### config.mk
export PLATFORM = sky130hd
export DESIGN_NAME = rfcs_regs
export DESIGN_NICKNAME = d
export VERILOG_FILES = /design/src/include/rfcs_pkg.sv /design/src/rtl/rfcs_regs.sv
export SDC_FILE = /design/constraint.sdc
export NUM_CORES = 2
export LEC_CHECK = 0
export ABC_AREA = 0
export BUFFER_PORTS_ARGS = -buffer_cell sky130_fd_sc_hd__buf_2
export CAP_MARGIN = 20
export CORE_ASPECT_RATIO = 1.25
export CORE_UTILIZATION = 53
export CTS_BUF_LIST = sky130_fd_sc_hd__clkbuf_16
export DETAILED_ROUTE_END_ITERATION = 10
export PLACE_DENSITY_LB_ADDON = 0.15
export SYNTH_ARGS = -nofsm -noshare
export SYNTH_HDL_FRONTEND = slang
export SYNTH_SLANG_ARGS = --single-unit
### constraint.sdc
create_clock -name core_clk -period 2.5 [get_ports core_clk]
set_clock_uncertainty 0.05 [all_clocks]
set_input_delay 0.375 -clock core_clk [delete_from_list [all_inputs] [get_ports core_clk]]
set_output_delay 0.375 -clock core_clk [all_outputs]
set_load 0.01 [all_outputs]
### src/include/rfcs_pkg.sv
package rfcs_pkg;
    // register indices; byte address is four times the index
    localparam logic [8:0] IDX_FIFO_CTRL = 9'h087;
    localparam logic [8:0] IDX_ILV_CTRL = 9'h088;
    localparam logic [8:0] IDX_SPARE_LEN = 9'h089;
    localparam logic [8:0] IDX_XPC_CTRL = 9'h08a;
    localparam logic [8:0] IDX_BERT_MASK = 9'h08b;
    localparam logic [8:0] IDX_HDLC_MASK = 9'h08d;
    localparam logic [8:0] IDX_STATUS1 = 9'h090;
    localparam logic [8:0] IDX_STATUS2 = 9'h091;
    localparam int PORT_STRIDE_IDX = 'h200;
    localparam int APB_ADDR_W = 14;
    localparam int PORT_LSB = 11;
    localparam int IDX_LSB = 2;
    // writable field masks
    localparam logic [7:0] MASK_FIFO = 8'h03;
    localparam logic [7:0] MASK_ILV = 8'h18;
    localparam logic [7:0] MASK_SPARE = 8'h07;
    localparam logic [7:0] MASK_XPC = 8'hc7;
    localparam logic [7:0] MASK_STATUS2 = 8'h3f;
    localparam logic [7:0] RESET_VAL = 8'h00;
    // field positions
    localparam int ILV_KIND_BIT = 4;
    localparam int ILV_ON_BIT = 3;
    localparam int XPC_ASSIGN_BIT = 7;
    localparam int XPC_HDLC_ON_BIT = 6;
    localparam int XPC_DIR_BIT = 2;
    localparam int XPC_FRAMING_BIT = 1;
    localparam int XPC_BERT_ON_BIT = 0;
    localparam int ST2_ALIGN_BIT = 5;
    localparam int ST2_Z8_BIT = 4;
    localparam int ST2_Z16_BIT = 3;
    localparam int ST2_SEF_BIT = 2;
    localparam int ST2_B8ZS_BIT = 1;
    localparam int ST2_FBE_BIT = 0;
    // thresholds
    localparam logic [5:0] WM_CODE0 = 6'h04;
    localparam logic [5:0] WM_CODE1 = 6'h10;
    localparam logic [5:0] WM_CODE2 = 6'h20;
    localparam logic [5:0] WM_CODE3 = 6'h30;
    localparam logic [4:0] SPARE_VAR_MIN = 5'h08;
    localparam logic [7:0] LOS_ZEROS = 8'hc0;
    localparam logic [7:0] ZRUN_SHORT = 8'h08;
    localparam logic [7:0] ZRUN_LONG = 8'h10;
    localparam int SEF_WINDOW = 6;
    localparam logic [2:0] SEF_ERRORS = 3'h2;
    localparam logic [1:0] SYM_POS = 2'b10;
endpackage : rfcs_pkg

### src/rtl/rfcs_regs.sv
`timescale 1ns/1ps
`default_nettype none
module rfcs_regs
    import rfcs_pkg::*;
#(
    parameter int NP = 8,
    parameter int AIS_RUN = 2048
) (
    input wire logic core_clk,
    input wire logic reset_n,
    input wire logic psel,
    input wire logic penable,
    input wire logic pwrite,
    input wire logic [APB_ADDR_W-1:0] paddr,
    input wire logic [31:0] pwdata,
    output logic [31:0] prdata,
    output logic pready,
    output logic pslverr,
    input wire logic [NP-1:0] t1_mode,
    input wire logic [NP-1:0] line_rx_pos,
    input wire logic [NP-1:0] line_rx_neg,
    input wire logic [NP-1:0] line_bit_tick,
    input wire logic [NP-1:0] remote_alarm_cond,
    input wire logic [NP-1:0] frame_loss_cond,
    input wire logic [NP-1:0] fbit_tick,
    input wire logic [NP-1:0] fbit_err,
    input wire logic [NP-1:0] align_change,
    output logic [NP-1:0][5:0] fifo_wm_bytes,
    output logic [NP-1:0] interleave_on,
    output logic [NP-1:0] interleave_kind_sel,
    output logic [NP-1:0][4:0] spare_code_length,
    output logic [NP-1:0] spare_len_var,
    output logic [NP-1:0] hdlc256_on,
    output logic [NP-1:0] hdlc256_fdl,
    output logic [NP-1:0] hdlc256_sa,
    output logic [NP-1:0] bert_port_on,
    output logic [NP-1:0] bert_direction,
    output logic [NP-1:0] bert_incl_fbit,
    output logic [NP-1:0][7:0] bert_bit_use,
    output logic [NP-1:0][7:0] hdlc_bit_use,
    output logic [NP-1:0] status1_pending,
    output logic [NP-1:0] signal_loss,
    output logic [NP-1:0] all_ones_alarm
);

    function automatic logic [5:0] wm_fn(input logic [1:0] code);
        case (code)
            2'b00: wm_fn = WM_CODE0;
            2'b01: wm_fn = WM_CODE1;
            2'b10: wm_fn = WM_CODE2;
            default: wm_fn = WM_CODE3;
        endcase
    endfunction : wm_fn
    function automatic logic [2:0] pop6_fn(input logic [5:0] v);
        pop6_fn = 3'h0;
        for (int i = 0; i < SEF_WINDOW; i++) begin
            pop6_fn = pop6_fn + {2'b00, v[i]};
        end
    endfunction : pop6_fn

    // ==========================================================
    // apb slave
    // ==========================================================
    logic [NP-1:0][7:0] fifo_reg, ilv_reg, spare_reg, xpc_reg;
    logic [NP-1:0][7:0] bmask_reg, hmask_reg, st1_reg, st2_reg;
    logic [NP-1:0][7:0] st1_next, st2_next, ev1, ev2;
    logic [31:0] prdata_reg;
    logic pready_reg, pslverr_reg;
    logic [2:0] port_sel;
    logic [8:0] idx;
    logic hit, commit, wr_go;
    logic [7:0] rd_val;

    always_comb begin
        port_sel = paddr[PORT_LSB+2:PORT_LSB];
        idx = paddr[PORT_LSB-1:IDX_LSB];
        hit = (paddr[1:0] == 2'b00) && (32'(port_sel) < NP) &&
            (idx == IDX_FIFO_CTRL || idx == IDX_ILV_CTRL ||
             idx == IDX_SPARE_LEN || idx == IDX_XPC_CTRL ||
             idx == IDX_BERT_MASK || idx == IDX_HDLC_MASK ||
             idx == IDX_STATUS1 || idx == IDX_STATUS2);
        rd_val = 8'h00;
        if (hit) begin
            case (idx)
                IDX_FIFO_CTRL: rd_val = fifo_reg[port_sel];
                IDX_ILV_CTRL: rd_val = ilv_reg[port_sel];
                IDX_SPARE_LEN: rd_val = spare_reg[port_sel];
                IDX_XPC_CTRL: rd_val = xpc_reg[port_sel];
                IDX_BERT_MASK: rd_val = bmask_reg[port_sel];
                IDX_HDLC_MASK: rd_val = hmask_reg[port_sel];
                IDX_STATUS1: rd_val = st1_reg[port_sel];
                IDX_STATUS2: rd_val = st2_reg[port_sel];
                default: rd_val = 8'h00;
            endcase
        end
        commit = psel && penable && pready_reg;
        wr_go = commit && pwrite && hit;
    end

    // one wait state: answer in the second access cycle
    always_ff @(posedge core_clk) begin
        if (!reset_n) begin
            pready_reg <= 1'b0;
            pslverr_reg <= 1'b0;
            prdata_reg <= 32'h0000_0000;
        end else begin
            pready_reg <= psel && penable && !pready_reg;
            pslverr_reg <= psel && penable && !pready_reg && !hit;
            if (psel && penable && !pready_reg) begin
                prdata_reg <= {24'h00_0000, rd_val};
            end
        end
    end

    assign prdata = prdata_reg;
    assign pready = pready_reg;
    assign pslverr = pslverr_reg;

    // ==========================================================
    // control registers
    // ==========================================================
    always_ff @(posedge core_clk) begin
        if (!reset_n) begin
            fifo_reg <= '0;
            ilv_reg <= '0;
            spare_reg <= '0;
            xpc_reg <= '0;
            bmask_reg <= '0;
            hmask_reg <= '0;
        end else if (wr_go) begin
            case (idx)
                IDX_FIFO_CTRL: fifo_reg[port_sel] <= pwdata[7:0] & MASK_FIFO;
                IDX_ILV_CTRL: ilv_reg[port_sel] <= pwdata[7:0] & MASK_ILV;
                IDX_SPARE_LEN:
                    spare_reg[port_sel] <= pwdata[7:0] & MASK_SPARE;
                IDX_XPC_CTRL: xpc_reg[port_sel] <= pwdata[7:0] & MASK_XPC;
                IDX_BERT_MASK: bmask_reg[port_sel] <= pwdata[7:0];
                IDX_HDLC_MASK: hmask_reg[port_sel] <= pwdata[7:0];
                default: fifo_reg <= fifo_reg;
            endcase
        end
    end

    // ==========================================================
    // decoded control outputs
    // ==========================================================
    always_ff @(posedge core_clk) begin
        if (!reset_n) begin
            fifo_wm_bytes <= '0;
            interleave_on <= '0;
            interleave_kind_sel <= '0;
            spare_code_length <= '0;
            spare_len_var <= '0;
            hdlc256_on <= '0;
            hdlc256_fdl <= '0;
            hdlc256_sa <= '0;
            bert_port_on <= '0;
            bert_direction <= '0;
            bert_incl_fbit <= '0;
            bert_bit_use <= '0;
            hdlc_bit_use <= '0;
        end else begin
            for (int p = 0; p < NP; p++) begin
                fifo_wm_bytes[p] <= wm_fn(fifo_reg[p][1:0]);
                interleave_kind_sel[p] <= ilv_reg[p][ILV_KIND_BIT];
                interleave_on[p] <= ilv_reg[p][ILV_ON_BIT];
                if (spare_reg[p][2:0] == 3'b111) begin
                    spare_code_length[p] <= SPARE_VAR_MIN;
                    spare_len_var[p] <= 1'b1;
                end else begin
                    spare_code_length[p] <= {2'b00, spare_reg[p][2:0]} + 5'h01;
                    spare_len_var[p] <= 1'b0;
                end
                hdlc256_fdl[p] <= xpc_reg[p][XPC_ASSIGN_BIT] && t1_mode[p];
                hdlc256_sa[p] <= xpc_reg[p][XPC_ASSIGN_BIT] && !t1_mode[p];
                hdlc256_on[p] <= xpc_reg[p][XPC_HDLC_ON_BIT];
                bert_direction[p] <= xpc_reg[p][XPC_DIR_BIT];
                bert_incl_fbit[p] <= xpc_reg[p][XPC_FRAMING_BIT] &&
                    t1_mode[p];
                bert_port_on[p] <= xpc_reg[p][XPC_BERT_ON_BIT];
                bert_bit_use[p] <= ~bmask_reg[p];
                hdlc_bit_use[p] <= ~hmask_reg[p];
            end
        end
    end

    // ==========================================================
    // line monitor
    // ==========================================================
    logic [NP-1:0] pos_s1, pos_s2, neg_s1, neg_s2, tick_d1, tick_d2;
    logic [NP-1:0][7:0] zrun_reg;
    logic [NP-1:0][11:0] orun_reg;
    logic [NP-1:0][15:0] hist_reg;
    logic [NP-1:0][1:0] pol_reg;
    logic [NP-1:0][5:0] fwin_reg;
    logic [NP-1:0][3:0] cond_prev_reg;
    logic [NP-1:0] los_reg, ais_reg;
    logic [NP-1:0][1:0] sym, prev_mark;
    logic [NP-1:0][15:0] hist_new;
    logic [NP-1:0][3:0] cond_now;
    logic [NP-1:0] is_zero, b8zs_ev, sef_ev;

    always_ff @(posedge core_clk) begin
        if (!reset_n) begin
            pos_s1 <= '0;
            pos_s2 <= '0;
            neg_s1 <= '0;
            neg_s2 <= '0;
            tick_d1 <= '0;
            tick_d2 <= '0;
        end else begin
            pos_s1 <= line_rx_pos;
            pos_s2 <= pos_s1;
            neg_s1 <= line_rx_neg;
            neg_s2 <= neg_s1;
            tick_d1 <= line_bit_tick;
            tick_d2 <= tick_d1;
        end
    end

    always_comb begin
        for (int p = 0; p < NP; p++) begin
            sym[p] = pos_s2[p] ? SYM_POS : {1'b0, neg_s2[p]};
            is_zero[p] = (sym[p] == 2'b00);
            hist_new[p] = {hist_reg[p][13:0], sym[p]};
            prev_mark[p] = (hist_reg[p][15:14] != 2'b00) ?
                hist_reg[p][15:14] : pol_reg[p];
            // 000VB0VB relative to the mark before the window
            b8zs_ev[p] = tick_d2[p] && hist_new[p][15:10] == 6'h00 &&
                hist_new[p][9:8] == prev_mark[p] &&
                hist_new[p][7:6] == ~prev_mark[p] &&
                hist_new[p][5:4] == 2'b00 &&
                hist_new[p][3:2] == ~prev_mark[p] &&
                hist_new[p][1:0] == prev_mark[p];
            sef_ev[p] = fbit_tick[p] && fbit_err[p] &&
                pop6_fn({fwin_reg[p][4:0], 1'b1}) >= SEF_ERRORS;
            cond_now[p] = {remote_alarm_cond[p], ais_reg[p], los_reg[p],
                frame_loss_cond[p]};
            ev1[p] = {cond_prev_reg[p] & ~cond_now[p],
                cond_now[p] & ~cond_prev_reg[p]};
            ev2[p] = 8'h00;
            ev2[p][ST2_ALIGN_BIT] = align_change[p];
            ev2[p][ST2_Z8_BIT] = tick_d2[p] && is_zero[p] &&
                zrun_reg[p] == ZRUN_SHORT - 8'h01;
            ev2[p][ST2_Z16_BIT] = tick_d2[p] && is_zero[p] &&
                zrun_reg[p] == ZRUN_LONG - 8'h01;
            ev2[p][ST2_SEF_BIT] = sef_ev[p];
            ev2[p][ST2_B8ZS_BIT] = b8zs_ev[p];
            ev2[p][ST2_FBE_BIT] = fbit_tick[p] && fbit_err[p];
        end
    end

    always_ff @(posedge core_clk) begin
        if (!reset_n) begin
            zrun_reg <= '0;
            orun_reg <= '0;
            hist_reg <= '0;
            pol_reg <= {NP{SYM_POS}};
            los_reg <= '0;
            ais_reg <= '0;
        end else begin
            for (int p = 0; p < NP; p++) begin
                if (tick_d2[p]) begin
                    hist_reg[p] <= hist_new[p];
                    pol_reg[p] <= prev_mark[p];
                    if (is_zero[p]) begin
                        if (zrun_reg[p] != 8'hff) begin
                            zrun_reg[p] <= zrun_reg[p] + 8'h01;
                        end
                        orun_reg[p] <= 12'h000;
                        ais_reg[p] <= 1'b0;
                        if (zrun_reg[p] == LOS_ZEROS - 8'h01) begin
                            los_reg[p] <= 1'b1;
                        end
                    end else begin
                        zrun_reg[p] <= 8'h00;
                        los_reg[p] <= 1'b0;
                        if (orun_reg[p] != 12'hfff) begin
                            orun_reg[p] <= orun_reg[p] + 12'h001;
                        end
                        if (orun_reg[p] == 12'(AIS_RUN - 1)) begin
                            ais_reg[p] <= 1'b1;
                        end
                    end
                end
            end
        end
    end

    always_ff @(posedge core_clk) begin
        if (!reset_n) begin
            fwin_reg <= '0;
        end else begin
            for (int p = 0; p < NP; p++) begin
                if (fbit_tick[p]) begin
                    fwin_reg[p] <= {fwin_reg[p][4:0], fbit_err[p]};
                end
            end
        end
    end

    // ==========================================================
    // latched status
    // ==========================================================
    always_comb begin
        for (int p = 0; p < NP; p++) begin
            st1_next[p] = st1_reg[p];
            st2_next[p] = st2_reg[p];
            if (wr_go && 32'(port_sel) == p && idx == IDX_STATUS1) begin
                st1_next[p] = st1_reg[p] & ~pwdata[7:0];
            end
            if (wr_go && 32'(port_sel) == p && idx == IDX_STATUS2) begin
                st2_next[p] = st2_reg[p] & ~pwdata[7:0];
            end
            st1_next[p] = st1_next[p] | ev1[p];
            st2_next[p] = (st2_next[p] | ev2[p]) & MASK_STATUS2;
        end
    end

    always_ff @(posedge core_clk) begin
        if (!reset_n) begin
            st1_reg <= '0;
            st2_reg <= '0;
            cond_prev_reg <= '0;
            status1_pending <= '0;
            signal_loss <= '0;
            all_ones_alarm <= '0;
        end else begin
            st1_reg <= st1_next;
            st2_reg <= st2_next;
            cond_prev_reg <= cond_now;
            for (int p = 0; p < NP; p++) begin
                status1_pending[p] <= |st1_next[p];
            end
            signal_loss <= los_reg;
            all_ones_alarm <= ais_reg;
        end
    end
endmodule : rfcs_regs
`default_nettype wire

==> impl_results.md <==
- Largest delay share family, worst path: adder cells
- Mapped Area: 41,800 sq um
- CTS HTree Levels: 3
- Largest net degree at the start of global routing: between 150 and 200
- CP required: between 3 and 4 ns
- Top cells by area, synth: dfxtp_1, nor2_1, mux2i_1
- Die Y-Extent: 316 microns
- Post-synth EDFFs: 0
- Hold WC Path Type: in -> reg
- Drt pass-1 iters: 5
- Worst reg-to-reg setup slack: 0.11 ns
- Worst Path Buf+Inv: 1
- Clock Sinks: 1,050
- Fraction of registers with async set/reset: 0
- Antenna-violating nets left: 0
- TritonCTS clock tree: yes
- Synth Register Bits: ~1,100
- Main synth FF type: dfxtp_1
- Overall power: approximately 35,000 uW
- NumNets Final: between 5,000 and 6,000
- RSZ-0062 raised after global routing: no
- DRC: 0
- Final hold violations: 0
- R2R depth: 8
- Register area share after synthesis: 0.503
- Clk Latency, worst-skew pair: about 0.68 ns
- Post-synth cell types: 84
- Via density: 5.53
- WL/cell: 19.3 microns
- Clock root cell: clkbuf_16
- Post-Place Cells: 5,876
- Worst setup EP type: register
- First-pass GRT wire length: 179,000 microns
- Core Area: 77,600 sq um
- F_max: 419 MHz
- Hold Path Origin: fbit_err[4]
- Die Footprint: 79,900 sq um
- Max cap viols: 0
- Initial Util: 0.538
- CP startpoint kind: register
- Final setup viols: 0
- Power per standard cell area: between 600 and 700 nW/um^2
- Cell Count, Final, Fillers Out: 6,131
- Peak supply drop: 0.608 mV
- Synth warn: 0
- Site row count: 114
- WL final: 118,000 microns
- DR vias: 33,900
- Filler cells: 6,677
- Worst Hold Margin: 0.0323 ns
- Max Buffers Root-to-Sink: 3
- DR iter-0 viols: 2,436
- Hold path cells: 3
- Reg2reg end: st2_reg[34]
- Avg Cell Area, Syn: 9.29 sq um
- Critical path type: reg -> reg
- Status: complete, no violations
- PortBufs: 388
- CTS clk-pin slew, worst paths: 0.06 ns
- Max reg flops: 112
- Relative slew slack: 0.444
- Global route overflow: 0
- RePlAce Congestion: 0.956
- Critical Path AT: between 2 and 3 ns
- Slew @ Worst Pin: 0.835 ns
- Num CTS Buffers: 101
- DPL Wire Length: just under 90,000 microns
- CP max stage delay: 0.44 ns
- Yosys top cell by area: dfxtp_1
- CP cell instances: inv_1, ha_1, fa_1, nand2b_1, fa_1, a21oi_1, a21oi_1, nor2_1
- Worst flop-to-flop path startpoint: fwin_reg[24]
- Antenna violations before repair: 13
- Yosys top cell area share: 0.503
- Max FO, Critical Path: 3
- Vias in the first global route: between 30,000 and 40,000
- Die width: 253 microns
- Leakage: just under 0.02 uW
- Final period utilization: 0.955
- Post-Synthesis Cells: 4,493
- P&R area growth vs syn: 18.7%
- Min Tclk post-route: 2.39 ns
- IO Count: 469
- Layout cells sized above 1: 0.170
- CP max-delay cell: fa_1
- Worst Hold Path EP: fwin_reg[24]
- Total Routing Usage GR: 0.290
- Max Slew Vio Count: 0
worst min-delay path: stages:
cell and delay (ns):
buf_2 0.09, nand2_1 0.16, a21oi_1 0.09
metal layers:
metal	track usage	up-vias	share of wire	wire length (microns)
met1	0.346	16100	0.39	46500
met3	0.0510	270	0.070	8330
met5	0	-	0.00095	113
li1	-	16400	-	-
met4	0.149	20	0.049	5800
met2	0.500	1130	0.49	57700
cells in the mapped netlist (11+ instances only):
master     count
mux2i_1      228
mux4_2        84
and4_1        12
buf_4         79
clkbuf_1     170
nor2b_1       42
ha_1          40
a22oi_1       24
buf_2         35
a41oi_1       13
a211oi_1      14
inv_1        114
nand2_1      501
o21a_1        11
a21oi_1      312
nor2_1       641
o31ai_1       33
nand4_1       67
nor3b_1       18
fa_1          16
nand2b_1      53
and3_1        36
and2_1       173
or3_1         39
o21ai_0      152
dfxtp_1     1050
a221oi_1      12
nor4_1        25
o2111ai_1     11
xnor2_1       41
or4_1         13
nor3_1        72
xor2_1        46
o211ai_1      17
a31oi_1       24
nand3_1      126
nand4b_1      11
buf_1         25
cells by family after synthesis:
| logic type | Yosys count | share of synthesized area |
|---|---|---|
| flip-flops | 1050 | 0.503 |
| buffers and inverters | 427 | 0.0467 |
| other | 1 | 0.0000898 |
| multiplexers | 313 | 0.100 |
| adder cells (fa/ha/maj) | 56 | 0.0197 |
| XOR/XNOR | 87 | 0.0182 |
| AO/OA/AOI/OAI | 687 | 0.0986 |
| AND/OR/NAND/NOR | 1872 | 0.213 |
cell type report:
cell class	count	area, sq um	share of cell area
Multi-Input combinational cell	3071	19000	0.384
Timing Repair Buffer	665	4410	0.0890
Clock inverter	78	777	0.0157
Tap cell	1044	1310	0.0264
Antenna cell	4	10.0	0.000202
Clock buffer	103	2580	0.0520
Inverter	116	443	0.00894
Sequential cell	1050	21000	0.424
power by group:
part | switching, uW | internal [uW] | total, uW
Sequential | 158 | 17000 | 17200
Clock | 6510 | 9010 | 15500
Combinational | 1150 | 705 | 1860
metrics by stage:
step           TNS, ns   util  setup WS [ns]  cell area, sq um
4_1_cts              0  0.638          0.122             49500
6_report             0  0.639          0.114             49600
3_3_place_gp   -0.0697  0.586        -0.0542             45500
3_5_place_dp    -0.164  0.586        -0.0564             45500
2_1_floorplan        0      -          0.290             42000
5_1_grt              0  0.638         0.0347             49500
timing repair:
item                       in CTS  in global routing
buffers inserted                0                  1
hold buffers                   69                  0
resized for setup               0                  1
hold endpoints to repair      121                  0
setup endpoints to repair       0                  2
worst max-delay path by stage:
stage            startpoint            endpoint  cells after the start
4_1_cts              pready         st2_reg[19]                      7
2_1_floorplan      paddr[5]  status1_pending[7]                      8
5_1_grt        orun_reg[24]        orun_reg[29]                      8
6_report       fwin_reg[24]         st2_reg[34]                      8
3_3_place_gp      paddr[10]         st2_reg[19]                      9
3_5_place_dp      paddr[10]         st2_reg[19]                      9
cells in the final DEF, fill, tap and decap left out, drive strengths merged, types with 42 or more instances in the layout:
cell / netlist / final
a21oi: 312 / 312
and2: 173 / 173
buf: 140 / 595
clkbuf: 171 / 104
conb: 1 / 56
dfxtp: 1050 / 1050
dlygate4sd3: 0 / 69
inv: 115 / 138
mux2i: 228 / 228
mux4: 84 / 84
nand2: 501 / 501
nand2b: 53 / 53
nand3: 132 / 132
nand4: 67 / 67
nor2: 642 / 642
nor2b: 42 / 42
nor3: 82 / 82
o21ai: 155 / 155
xor2: 46 / 46
Note: power is estimated with default switching activity, not from simulation.
